**config.mk**
```make
export PLATFORM = sky130hd
export DESIGN_NAME = ssc_port
export DESIGN_NICKNAME = d
export VERILOG_FILES = /design/src/inc/ssc_pkg.sv /design/src/verilog/ssc_fifo.sv /design/src/verilog/ssc_port.sv
export SDC_FILE = /design/constraint.sdc
export NUM_CORES = 1
export LEC_CHECK = 0
export BUFFER_PORTS_ARGS = -buffer_cell sky130_fd_sc_hd__buf_2
export CELL_PAD_IN_SITES_DETAIL_PLACEMENT = 1
export CELL_PAD_IN_SITES_GLOBAL_PLACEMENT = 1
export CORE_MARGIN = 3
export CORE_UTILIZATION = 45
export CTS_CLUSTER_DIAMETER = 150
export DETAILED_ROUTE_END_ITERATION = 8
export HOLD_SLACK_MARGIN = 0.02
export PLACE_DENSITY = 0.84
export SYNTH_ARGS = -nofsm -noshare
export SYNTH_HDL_FRONTEND = slang
export SYNTH_HIERARCHICAL = 1
export SYNTH_SLANG_ARGS = --single-unit
export TNS_END_PERCENT = 100
```
**constraint.sdc**
```tcl
create_clock -name i_clk -period 6.7 [get_ports i_clk]
set_input_delay 0.67 -clock i_clk [delete_from_list [all_inputs] [get_ports i_clk]]
set_output_delay 0.67 -clock i_clk [all_outputs]
set_load 0.02 [all_outputs]
```
**src/inc/ssc_pkg.sv**
```systemverilog
// package: register map, field layout, mode codes and carriers of the serial port
//----------------------------------------------------------------------
// Operation
//----------------------------------------------------------------------
// Operation
// RQ1: writing the buffer when no transmission can start sets write collision
// RQ2: SPI slave byte arriving while buffer unread sets overflow, byte dropped; here only once the receive FIFO is full
// RQ3: SPI master never sets overflow; each transfer starts from a buffer write
// RQ4: SPI with port enabled owns clock, data out, data in, slave select
// RQ5: I2C with port enabled owns SDA and SCL pins
// RQ6: SPI clock idles at the clock polarity bit level
// RQ7: I2C slave holds SCL low while polarity bit is 0; master ignores it
// RQ8: SPI master clock is system clock /4, /16, /64 or timer tick /2
// RQ9: SPI slave with slave select used, or slave select left free
// RQ10: I2C slave with 7-bit or 10-bit addressing
// RQ11: I2C slave codes that also report start and stop conditions
// RQ12: I2C master clock is system clock /(4*(reload+1)); next code reserved
// RQ13: software keeps the reload value above 2 in I2C mode
// RQ14: software keeps reload nonzero in the baud-driven SPI master mode
// RQ15: status flags stick until software writes zero; writing one sets nothing
// RQ16: reserved mode codes start nothing and leave pins to general I/O
package ssc_pkg;

    //------------------------------------------------------------------
    // register map
    //------------------------------------------------------------------
    localparam logic [3:0] ADR_CTRL = 4'h0;
    localparam logic [3:0] ADR_BUF  = 4'h4;
    localparam logic [3:0] ADR_BAUD = 4'h8;
    localparam logic [3:0] ADR_STAT = 4'hC;

    localparam logic [7:0] CTRL_RST = 8'h00;
    localparam logic [7:0] BAUD_RST = 8'h00;

    // status register bit positions
    localparam int STAT_BUSY_BIT  = 0;
    localparam int STAT_AVAIL_BIT = 1;
    localparam int STAT_IDLE_BIT  = 2;

    //------------------------------------------------------------------
    // mode select codes
    //------------------------------------------------------------------
    localparam logic [3:0] MODE_SPI_M4    = 4'h0;
    localparam logic [3:0] MODE_SPI_M16   = 4'h1;
    localparam logic [3:0] MODE_SPI_M64   = 4'h2;
    localparam logic [3:0] MODE_SPI_MTMR  = 4'h3;
    localparam logic [3:0] MODE_SPI_S_SS  = 4'h4;
    localparam logic [3:0] MODE_SPI_S_IO  = 4'h5;
    localparam logic [3:0] MODE_I2C_S7    = 4'h6;
    localparam logic [3:0] MODE_I2C_S10   = 4'h7;
    localparam logic [3:0] MODE_I2C_M     = 4'h8;
    localparam logic [3:0] MODE_SPI_MBRG  = 4'hA;
    localparam logic [3:0] MODE_I2C_S7E   = 4'hE;
    localparam logic [3:0] MODE_I2C_S10E  = 4'hF;

    // half periods of the serial clock, in system clocks
    localparam logic [8:0] HALF_DIV4  = 9'h002;
    localparam logic [8:0] HALF_DIV16 = 9'h008;
    localparam logic [8:0] HALF_DIV64 = 9'h020;

    // synchroniser bit positions
    localparam int PIN_SCK = 0;
    localparam int PIN_SDI = 1;
    localparam int PIN_SS  = 2;
    localparam int PIN_SCL = 3;
    localparam int PIN_SDA = 4;

    //------------------------------------------------------------------
    // types
    //------------------------------------------------------------------
    typedef enum logic {ENG_IDLE = 1'b0, ENG_RUN = 1'b1} ssc_eng_e;

    typedef struct packed {
        logic       write_collision_flag;
        logic       receive_overflow_flag;
        logic       serial_port_enable;
        logic       clock_polarity_hold;
        logic [3:0] port_mode_select;
    } ssc_ctrl_s;

    typedef struct packed {
        logic        cyc;
        logic        stb;
        logic        we;
        logic [3:0]  adr;
        logic [3:0]  sel;
        logic [31:0] dat;
    } ssc_wb_req_s;

    typedef struct packed {
        logic sck;
        logic sck_oe;
        logic sdo;
        logic sdo_oe;
    } ssc_spi_out_s;

    typedef struct packed {
        logic scl;
        logic scl_oe;
        logic sda;
        logic sda_oe;
    } ssc_i2c_out_s;

endpackage : ssc_pkg

```
**src/verilog/ssc_fifo.sv**
```systemverilog
// module: receive FIFO between the shift engine and the transfer buffer
module ssc_fifo
    import ssc_pkg::*;
#(
    parameter int WIDTH = 8,
    parameter int DEPTH = 8
)(
    input  wire logic             i_clk,       // system clock
    input  wire logic             i_sys_rst,   // synchronous reset
    input  wire logic             i_in_valid,  // write strobe
    output logic                  o_in_ready,  // not full
    input  wire logic [WIDTH-1:0] i_in_data,   // word in
    output logic                  o_out_valid, // not empty
    input  wire logic             i_out_ready, // pop strobe
    output logic      [WIDTH-1:0] o_out_data   // oldest word
);
    localparam int AW = $clog2(DEPTH);

    typedef struct packed {
        logic [DEPTH-1:0][WIDTH-1:0] mem;
        logic [AW-1:0]               wp;
        logic [AW-1:0]               rp;
        logic [AW:0]                 cnt;
    } fifo_st_s;

    fifo_st_s st;
    fifo_st_s next_st;
    logic     do_wr;
    logic     do_rd;

    assign o_in_ready  = (st.cnt != (AW+1)'(DEPTH));
    assign o_out_valid = (st.cnt != '0);
    assign o_out_data  = st.mem[st.rp];
    assign do_wr       = i_in_valid && o_in_ready;
    assign do_rd       = i_out_ready && o_out_valid;

    always_comb
    begin
        next_st = st;
        if (do_wr)
        begin
            next_st.mem[st.wp] = i_in_data;
            next_st.wp = (st.wp == AW'(DEPTH-1)) ? '0 : st.wp + 1'b1;
        end
        if (do_rd)
        begin
            next_st.rp = (st.rp == AW'(DEPTH-1)) ? '0 : st.rp + 1'b1;
        end
        case ({do_wr, do_rd})
            2'b10:   next_st.cnt = st.cnt + 1'b1;
            2'b01:   next_st.cnt = st.cnt - 1'b1;
            default: next_st.cnt = st.cnt;
        endcase
    end

    always_ff @(posedge i_clk)
    begin
        if (i_sys_rst)
            st <= '0;
        else
            st <= next_st;
    end

endmodule : ssc_fifo

```
**src/verilog/ssc_port.sv**
```systemverilog
// module: synchronous serial port control, SPI/I2C pins, Wishbone registers
//
// Local design decisions: the placing of the registers and register access over Wishbone.
module ssc_port
    import ssc_pkg::*;
#(
    parameter int FIFO_DEPTH = 8
)(
    input  wire logic         i_clk,          // 125 MHz system clock
    input  wire logic         i_sys_rst,      // synchronous reset, active high
    input  wire ssc_wb_req_s  i_wb,           // wishbone request
    output logic              o_wb_ack,       // wishbone acknowledge
    output logic       [31:0] o_wb_dat,       // wishbone read data
    input  wire logic         i_timer_tick,   // period timer two output pulse
    input  wire logic         i_sck,          // SPI clock pin in
    input  wire logic         i_sdi,          // SPI data in pin
    input  wire logic         i_ss_n,         // SPI slave select pin, low active
    input  wire logic         i_scl,          // I2C clock pin level
    input  wire logic         i_sda,          // I2C data pin level
    output ssc_spi_out_s      o_spi,          // SPI pin drives and enables
    output ssc_i2c_out_s      o_i2c,          // I2C pin drives and enables
    output logic              o_spi_pins_own, // SPI pins held by the port
    output logic              o_i2c_pins_own, // I2C pins held by the port
    output logic              o_port_event    // start/stop seen, one pulse
);

    //------------------------------------------------------------------
    // state
    //------------------------------------------------------------------
    typedef struct packed {
        ssc_ctrl_s  ctrl;
        logic [7:0] baud;
        logic       ack;
        logic [7:0] rdat;
        logic [4:0] s1;
        logic [4:0] s2;
        logic [4:0] pv;
        ssc_eng_e   eng;
        logic [7:0] shreg;
        logic [2:0] bitn;
        logic       smp;
        logic       sck;
        logic       sdo;
        logic [8:0] divc;
        logic       evt;
    } port_st_s;

    port_st_s st;
    port_st_s next_st;

    logic [3:0] mode;
    logic       en;
    logic       spi_m;
    logic       spi_s;
    logic       i2c_s;
    logic       i2c_m;
    logic       use_ss;
    logic       valid_mode;
    logic       bus_idle;
    logic       wb_go;
    logic       wr_ctrl;
    logic       wr_buf;
    logic       wr_baud;
    logic       rd_buf;
    logic       busy;
    logic       idle_lvl;
    logic [8:0] half;
    logic       tick;
    logic       sdi_in;
    logic       push;
    logic [7:0] push_dat;
    logic       fifo_ready;
    logic       fifo_valid;
    logic [7:0] fifo_dat;

    //------------------------------------------------------------------
    // mode decode
    //------------------------------------------------------------------
    assign mode   = st.ctrl.port_mode_select;
    assign en     = st.ctrl.serial_port_enable;
    assign spi_m  = en && (mode == MODE_SPI_M4 || mode == MODE_SPI_M16 ||
                           mode == MODE_SPI_M64 || mode == MODE_SPI_MTMR ||
                           mode == MODE_SPI_MBRG);                   // [RQ8]
    assign spi_s  = en && (mode == MODE_SPI_S_SS || mode == MODE_SPI_S_IO); // [RQ9]
    assign use_ss = (mode == MODE_SPI_S_SS);                         // [RQ9]
    assign i2c_s  = en && (mode == MODE_I2C_S7 || mode == MODE_I2C_S10 ||
                           mode == MODE_I2C_S7E || mode == MODE_I2C_S10E); // [RQ10] [RQ11]
    assign i2c_m  = en && (mode == MODE_I2C_M);                      // [RQ12]
    // any other code leaves everything idle and the pins released
    assign valid_mode = spi_m || spi_s || i2c_s || i2c_m;            // [RQ16]

    assign o_spi_pins_own = spi_m || spi_s;                          // [RQ4]
    assign o_i2c_pins_own = i2c_s || i2c_m;                          // [RQ5]

    assign bus_idle = st.s2[PIN_SCL] && st.s2[PIN_SDA];
    assign busy     = (st.eng == ENG_RUN) || (spi_s && st.bitn != 3'h0);
    // I2C lines idle high; SPI idles at the polarity bit
    assign idle_lvl = i2c_m ? 1'b1 : st.ctrl.clock_polarity_hold;    // [RQ6] [RQ7]
    assign sdi_in   = i2c_m ? st.s2[PIN_SDA] : st.s2[PIN_SDI];

    //------------------------------------------------------------------
    // bus decode; a write lands at the edge that samples ack
    //------------------------------------------------------------------
    assign wb_go   = i_wb.cyc && i_wb.stb && st.ack;
    assign wr_ctrl = wb_go && i_wb.we && i_wb.sel[0] && i_wb.adr == ADR_CTRL;
    assign wr_buf  = wb_go && i_wb.we && i_wb.sel[0] && i_wb.adr == ADR_BUF;
    assign wr_baud = wb_go && i_wb.we && i_wb.sel[0] && i_wb.adr == ADR_BAUD;
    assign rd_buf  = i_wb.cyc && i_wb.stb && !st.ack && !i_wb.we &&
                     i_wb.adr == ADR_BUF;

    //------------------------------------------------------------------
    // master clock divider select
    //------------------------------------------------------------------
    always_comb
    begin
        case (mode)
            MODE_SPI_M4:  half = HALF_DIV4;
            MODE_SPI_M16: half = HALF_DIV16;
            MODE_SPI_M64: half = HALF_DIV64;
            // reload 0 still gives a clock of system clock /4 here; software must avoid it
            default:      half = {st.baud, 1'b0} + 9'h002;           // [RQ12] [RQ14] [RQ13]
        endcase
    end

    assign tick = (mode == MODE_SPI_MTMR) ? i_timer_tick              // [RQ8]
                                          : (st.divc == half - 9'h001);

    //------------------------------------------------------------------
    // next state
    //------------------------------------------------------------------
    always_comb
    begin
        next_st  = st;
        push     = 1'b0;
        push_dat = st.shreg;

        // pin synchronisers: s1 feeds only s2
        next_st.s1  = {i_sda, i_scl, i_ss_n, i_sdi, i_sck};
        next_st.s2  = st.s1;
        next_st.pv  = st.s2;
        next_st.evt = 1'b0;

        // answer one cycle after the request, drop ack the cycle after
        next_st.ack = i_wb.cyc && i_wb.stb && !st.ack;
        if (i_wb.cyc && i_wb.stb && !st.ack)
        begin
            case (i_wb.adr)
                ADR_CTRL: next_st.rdat = st.ctrl;
                ADR_BUF:  next_st.rdat = fifo_valid ? fifo_dat : 8'h00;
                ADR_BAUD: next_st.rdat = st.baud;
                ADR_STAT: next_st.rdat = {5'h00, bus_idle, fifo_valid, busy};
                default:  next_st.rdat = 8'h00;
            endcase
        end

        if (wr_baud)
            next_st.baud = i_wb.dat[7:0];

        // control write: flags only clear on zero, set elsewhere wins
        if (wr_ctrl)
        begin
            next_st.ctrl.serial_port_enable  = i_wb.dat[5];
            next_st.ctrl.clock_polarity_hold = i_wb.dat[4];
            next_st.ctrl.port_mode_select    = i_wb.dat[3:0];
            if (!i_wb.dat[7])
                next_st.ctrl.write_collision_flag = 1'b0;            // [RQ15]
            if (!i_wb.dat[6])
                next_st.ctrl.receive_overflow_flag = 1'b0;           // [RQ15]
        end

        // start and stop conditions on the I2C bus
        if (i2c_s && mode[3] && st.s2[PIN_SCL] && st.pv[PIN_SCL] &&
            st.s2[PIN_SDA] != st.pv[PIN_SDA])
            next_st.evt = 1'b1;                                      // [RQ11]

        // buffer write: start, load or collide
        if (wr_buf && valid_mode)
        begin
            if (busy || (i2c_m && !bus_idle))
                next_st.ctrl.write_collision_flag = 1'b1;            // [RQ1]
            else if (spi_m || i2c_m)
            begin
                // master transfers begin only here
                next_st.eng   = ENG_RUN;                             // [RQ3]
                next_st.shreg = i_wb.dat[7:0];
                next_st.sdo   = i_wb.dat[7];
                next_st.bitn  = 3'h0;
                next_st.divc  = 9'h000;
                next_st.sck   = idle_lvl;
            end
            else if (spi_s)
            begin
                next_st.shreg = i_wb.dat[7:0];
                next_st.sdo   = i_wb.dat[7];
            end
        end

        //--------------------------------------------------------------
        // master engine
        //--------------------------------------------------------------
        if (st.eng == ENG_RUN)
        begin
            if (!(spi_m || i2c_m))
                next_st.eng = ENG_IDLE;
            else
            begin
                next_st.divc = tick ? 9'h000 : st.divc + 9'h001;
                if (tick)
                begin
                    if (st.sck == idle_lvl)
                    begin
                        next_st.sck = ~st.sck;
                        next_st.smp = sdi_in;
                    end
                    else if (st.bitn == 3'h7 && !fifo_ready)
                    begin
                        // full buffer stalls the last edge, no overflow
                        next_st.divc = st.divc;                      // [RQ3]
                    end
                    else
                    begin
                        next_st.sck   = ~st.sck;
                        next_st.shreg = {st.shreg[6:0], st.smp};
                        next_st.sdo   = st.shreg[6];
                        next_st.bitn  = st.bitn + 3'h1;
                        if (st.bitn == 3'h7)
                        begin
                            push        = 1'b1;
                            push_dat    = {st.shreg[6:0], st.smp};
                            next_st.eng = ENG_IDLE;
                        end
                    end
                end
            end
        end

        //--------------------------------------------------------------
        // slave engine, clocked by the synchronised pin
        //--------------------------------------------------------------
        if (spi_s)
        begin
            if (use_ss && st.s2[PIN_SS])
                next_st.bitn = 3'h0;                                 // [RQ9]
            else if (st.s2[PIN_SCK] != st.pv[PIN_SCK])
            begin
                if (st.pv[PIN_SCK] == st.ctrl.clock_polarity_hold)
                    next_st.smp = st.s2[PIN_SDI];
                else
                begin
                    next_st.shreg = {st.shreg[6:0], st.smp};
                    next_st.sdo   = st.shreg[6];
                    next_st.bitn  = st.bitn + 3'h1;
                    if (st.bitn == 3'h7)
                    begin
                        push_dat = {st.shreg[6:0], st.smp};
                        if (fifo_ready)
                            push = 1'b1;
                        else
                            next_st.ctrl.receive_overflow_flag = 1'b1; // [RQ2]
                    end
                end
            end
        end
        else if (st.eng == ENG_IDLE)
        begin
            next_st.bitn = 3'h0;
            next_st.sck  = idle_lvl;
        end
    end

    always_ff @(posedge i_clk)
    begin
        if (i_sys_rst)
        begin
            st      <= '0;
            st.ctrl <= CTRL_RST;
            st.baud <= BAUD_RST;
        end
        else
            st <= next_st;
    end

    //------------------------------------------------------------------
    // receive buffer; popped by the read that is being answered
    //------------------------------------------------------------------
    ssc_fifo #(
        .WIDTH (8),
        .DEPTH (FIFO_DEPTH)
    ) u_rx_fifo (
        .i_clk       (i_clk),
        .i_sys_rst   (i_sys_rst),
        .i_in_valid  (push),
        .o_in_ready  (fifo_ready),
        .i_in_data   (push_dat),
        .o_out_valid (fifo_valid),
        .i_out_ready (rd_buf),
        .o_out_data  (fifo_dat)
    );

    //------------------------------------------------------------------
    // outputs
    //------------------------------------------------------------------
    assign o_wb_ack     = st.ack;
    assign o_wb_dat     = {24'h000000, st.rdat};
    assign o_port_event = st.evt;

    always_comb
    begin
        o_spi = '0;
        o_i2c = '0;
        if (spi_m)
        begin
            o_spi.sck    = (st.eng == ENG_RUN) ? st.sck : st.ctrl.clock_polarity_hold; // [RQ6]
            o_spi.sck_oe = 1'b1;                                     // [RQ4]
        end
        if (spi_m || (spi_s && !(use_ss && st.s2[PIN_SS])))
        begin
            o_spi.sdo    = st.sdo;
            o_spi.sdo_oe = 1'b1;                                     // [RQ4]
        end
        // open drain: enable pulls the line low
        if (i2c_s)
            o_i2c.scl_oe = !st.ctrl.clock_polarity_hold;             // [RQ7]
        if (i2c_m && st.eng == ENG_RUN)
        begin
            o_i2c.scl_oe = !st.sck;                                  // [RQ5]
            o_i2c.sda_oe = !st.sdo;
        end
    end

endmodule : ssc_port
```
==> results.py <==
metrics = {
    "detailed_routing": {
        "dr.pass1.iters": 5,
        "wl_met3_um": 903,
        "antenna_left": 0,
        "wl_per_cell_um": 19.3,
        "dr_total_vias": 6417,
        "drtIter0Drc": 461,
        "wl_met2_mm": 10.1,
        "drc": 0,
        "wirelength_mm": 21.1,
        "wl_met1_mm": 9.58,
        "top_layer": "met4",
        "via_per_inst": 5.88,
    },
    "clock_network": {
        "cts_htree_levels": 4,
        "cts_tree": "built",
        "cts_hold_buf": 0,
        "path_clk_slew_ps": 60,
        "cts_made_buffers": 17,
        "ctsLongestPathBuffers": 2,
        "cts_resized": 0,
        "cts.sinks": 137,
        "post-cts-setup-buffers": 0,
        "clkLatencyLatePin_ps": 430,
        "clockRootBuffer": "clkbuf_16",
    },
    "layout": {
        "drive_above_1_share": 0.179,
        "layoutNonFillerInstCount": 1092,
        "finalInstanceArea_mm2": 0.00853,
        "antennaDiodeCount": 0,
        "final_util": 0.509,
        "area_growth_pct": 9.35,
        "n_fill_cell": 1953,
        "finalNetCount": 925,
    },
    "sta": {
        "setup_viol": 0,
        "finalCritPeriodShare": 0.788,
        "fin_setup_tns_ps": 0,
        "finalHoldViolations": 0,
        "max_slew_margin": 0.361,
        "slew_viol_final": 0,
        "rsz0062_at_grt": "no",
        "min_period_ps": 5280,
        "skew_ps": 8.38,
        "max_freq_mhz": 189,
        "worst_pin_slew_ps": 951,
    },
    "logic_synthesis": {
        "ys.flop_type": "dfxtp_1",
        "synth_largest_area_cell": "dfxtp_1",
        "syn_inst": 861,
        "avgSynthCellArea_um2": 9.06,
        "synth-seq-area-share": 0.352,
        "synth_edf_count": 0,
        "async_reset_ff_frac": 0,
        "synth_seq_cells": 137,
        "synth.distinct_cells": 78,
        "yosys-top-cells-area": "dfxtp_1 35%, mux2i_1 11%, nor2_1 6.4%",
        "syn-cell-area_mm2": 0.00780,
        "yosysWarnings": 6,
        "synth_top_area_share": 0.352,
    },
    "setup_path": {
        "crit_type": "reg2reg",
        "cp_cell_sequence": "or3_1 -> o22ai_2 -> inv_2 -> ha_1 -> xnor2_1 -> a31oi_1 -> nand3_1 -> or4_4 -> o31a_4 -> nor2_1 -> o211a_1 -> nand2_1 -> ha_1 -> nor4b_1 -> o21ai_0 -> o31ai_1 -> mux2_2",
        "worstPathRequired_ps": 7030,
        "critPathTopFamily": "simple AND/OR/NAND/NOR gates",
        "worstPathMaxFanout": 17,
        "crit_top_cell": "ha_1",
        "worstSetupStartpointType": "flop",
        "arrival_ps": 5600,
        "cpMaxStageDelayCell": "or4_4",
        "end_kind": "flop",
        "critPathBufInv": 1,
        "slowest_delay_ps": 550,
    },
    "power": {
        "ir_drop_mv": 0.164,
        "power_density_mw_per_mm2": 218,
        "leakagePower_nw": 3.47,
    },
    "die": {
        "start_util": 0.465,
        "die_h_um": 138,
        "ios": 95,
        "coreArea_mm2": 0.0168,
        "fp.dieW_um": 138,
        "core.rowCount": 47,
        "die_area_mm2": 0.0190,
    },
    "global_routing": {
        "grt_max_degree": 88,
        "grt_pass1_wl_mm": 34.0,
        "antenna_found_initial": 0,
        "grt_pass1_vias": 6338,
        "grt_usage": 0.231,
        "grt_overflow": 0,
    },
    "status": {
        "status": "finished clean",
    },
    "place": {
        "placed_area_mm2": 0.00792,
        "gp_congestion": 0.837,
        "numPortBuffers": 41,
        "dp_hpwl_mm": 14.1,
        "numPlacedInstances": 1062,
    },
    "run": {
        "cap_violations": 0,
    },
    "min_path": {
        "hp-class": "reg2reg",
    },
}
==> through the flow <==
stage	setup slack, ps	hold WS, ps	power [mW]
CTS	1430	437	1.87
finish	1420	434	1.86
floorplan	2070	414	0.894
global route	1120	445	1.92
global placement	1650	419	0.899
detailed placement	1470	430	0.900
==> synth_stat cells, types with 10 or more instances <==
| master | count |
|---|---|
| mux4_2 | 16 |
| nor2_1 | 133 |
| mux2i_1 | 84 |
| buf_4 | 41 |
| o21ai_0 | 18 |
| ha_1 | 13 |
| xnor2_1 | 13 |
| inv_1 | 21 |
| a311oi_1 | 10 |
| dfxtp_1 | 137 |
| nor3_1 | 23 |
| nand2_1 | 49 |
| clkbuf_1 | 31 |
| mux2_2 | 16 |
| nand3_1 | 23 |
| a21oi_1 | 23 |
| nor2b_1 | 19 |
| buf_2 | 19 |
==> sequential cells by signal (all words and copies together), names as in the netlist <==
name	cells
o_wb_dat	8
en	1
mode	4
st	38
o_port_event	1
next_st	10
o_wb_ack	1
u_rx_fifo/st	74
==> where the power goes <==
part | leakage, nW | total (mW) | internal [mW] | switching [mW]
logic | 2.08 | 0.0601 | 0.0138 | 0.0463
registers | 1.11 | 0.823 | 0.820 | 0.00286
clock network | 0.291 | 0.977 | 0.612 | 0.366
==> final timing paths <==
kind | startpoint | endpoint | slack, ps | cells past startpoint
hold reg to reg | next_st[31] | next_st[26] | 430 | 1
setup / recovery | mode[3] | u_rx_fifo/st[3] | 1420 | 17
setup reg to reg | mode[3] | u_rx_fifo/st[3] | 1420 | 17
hold / removal | next_st[31] | next_st[26] | 430 | 1
==> cell usage in the layout (no fill, tap or decap), drive strengths merged, types with 18 or more instances in the layout <==
cell and instances:
nor2b 19, nor3 23, nor2 135, buf 58, nand2 49, o21ai 18, nand3 24, conb 26
inv 24, mux2i 84, a21oi 23, clkbuf 20, dfxtp 137
==> final cells by class <==
cell class / instances / area (um2) / area share
tap: 220 / 275 / 0.0323
inverter: 23 / 88.8 / 0.0104
clock buffer: 20 / 467 / 0.0547
sequential: 137 / 2740 / 0.322
multi-input combinational: 624 / 4480 / 0.525
timing repair buffer: 58 / 335 / 0.0393
clock inverter: 10 / 144 / 0.0169
==> logic make-up after synthesis <==
logic type | count (synthesis) | share of synthesized area
AO/OA/AOI/OAI | 134 | 0.137
buffers and inverters | 125 | 0.0895
XOR/XNOR | 22 | 0.0247
AND/OR/NAND/NOR | 313 | 0.199
other | 1 | 0.000481
flip-flops | 137 | 0.352
adder cells (fa/ha/maj) | 13 | 0.0209
multiplexers | 116 | 0.177
==> routing by layer <==
metal	vias up	GRT usage
li1	3014	-
met1	3215	0.299
met2	151	0.375
met3	37	0.0508
met4	0	0.0915
met5	-	0
(Power assumes the default switching activity.)
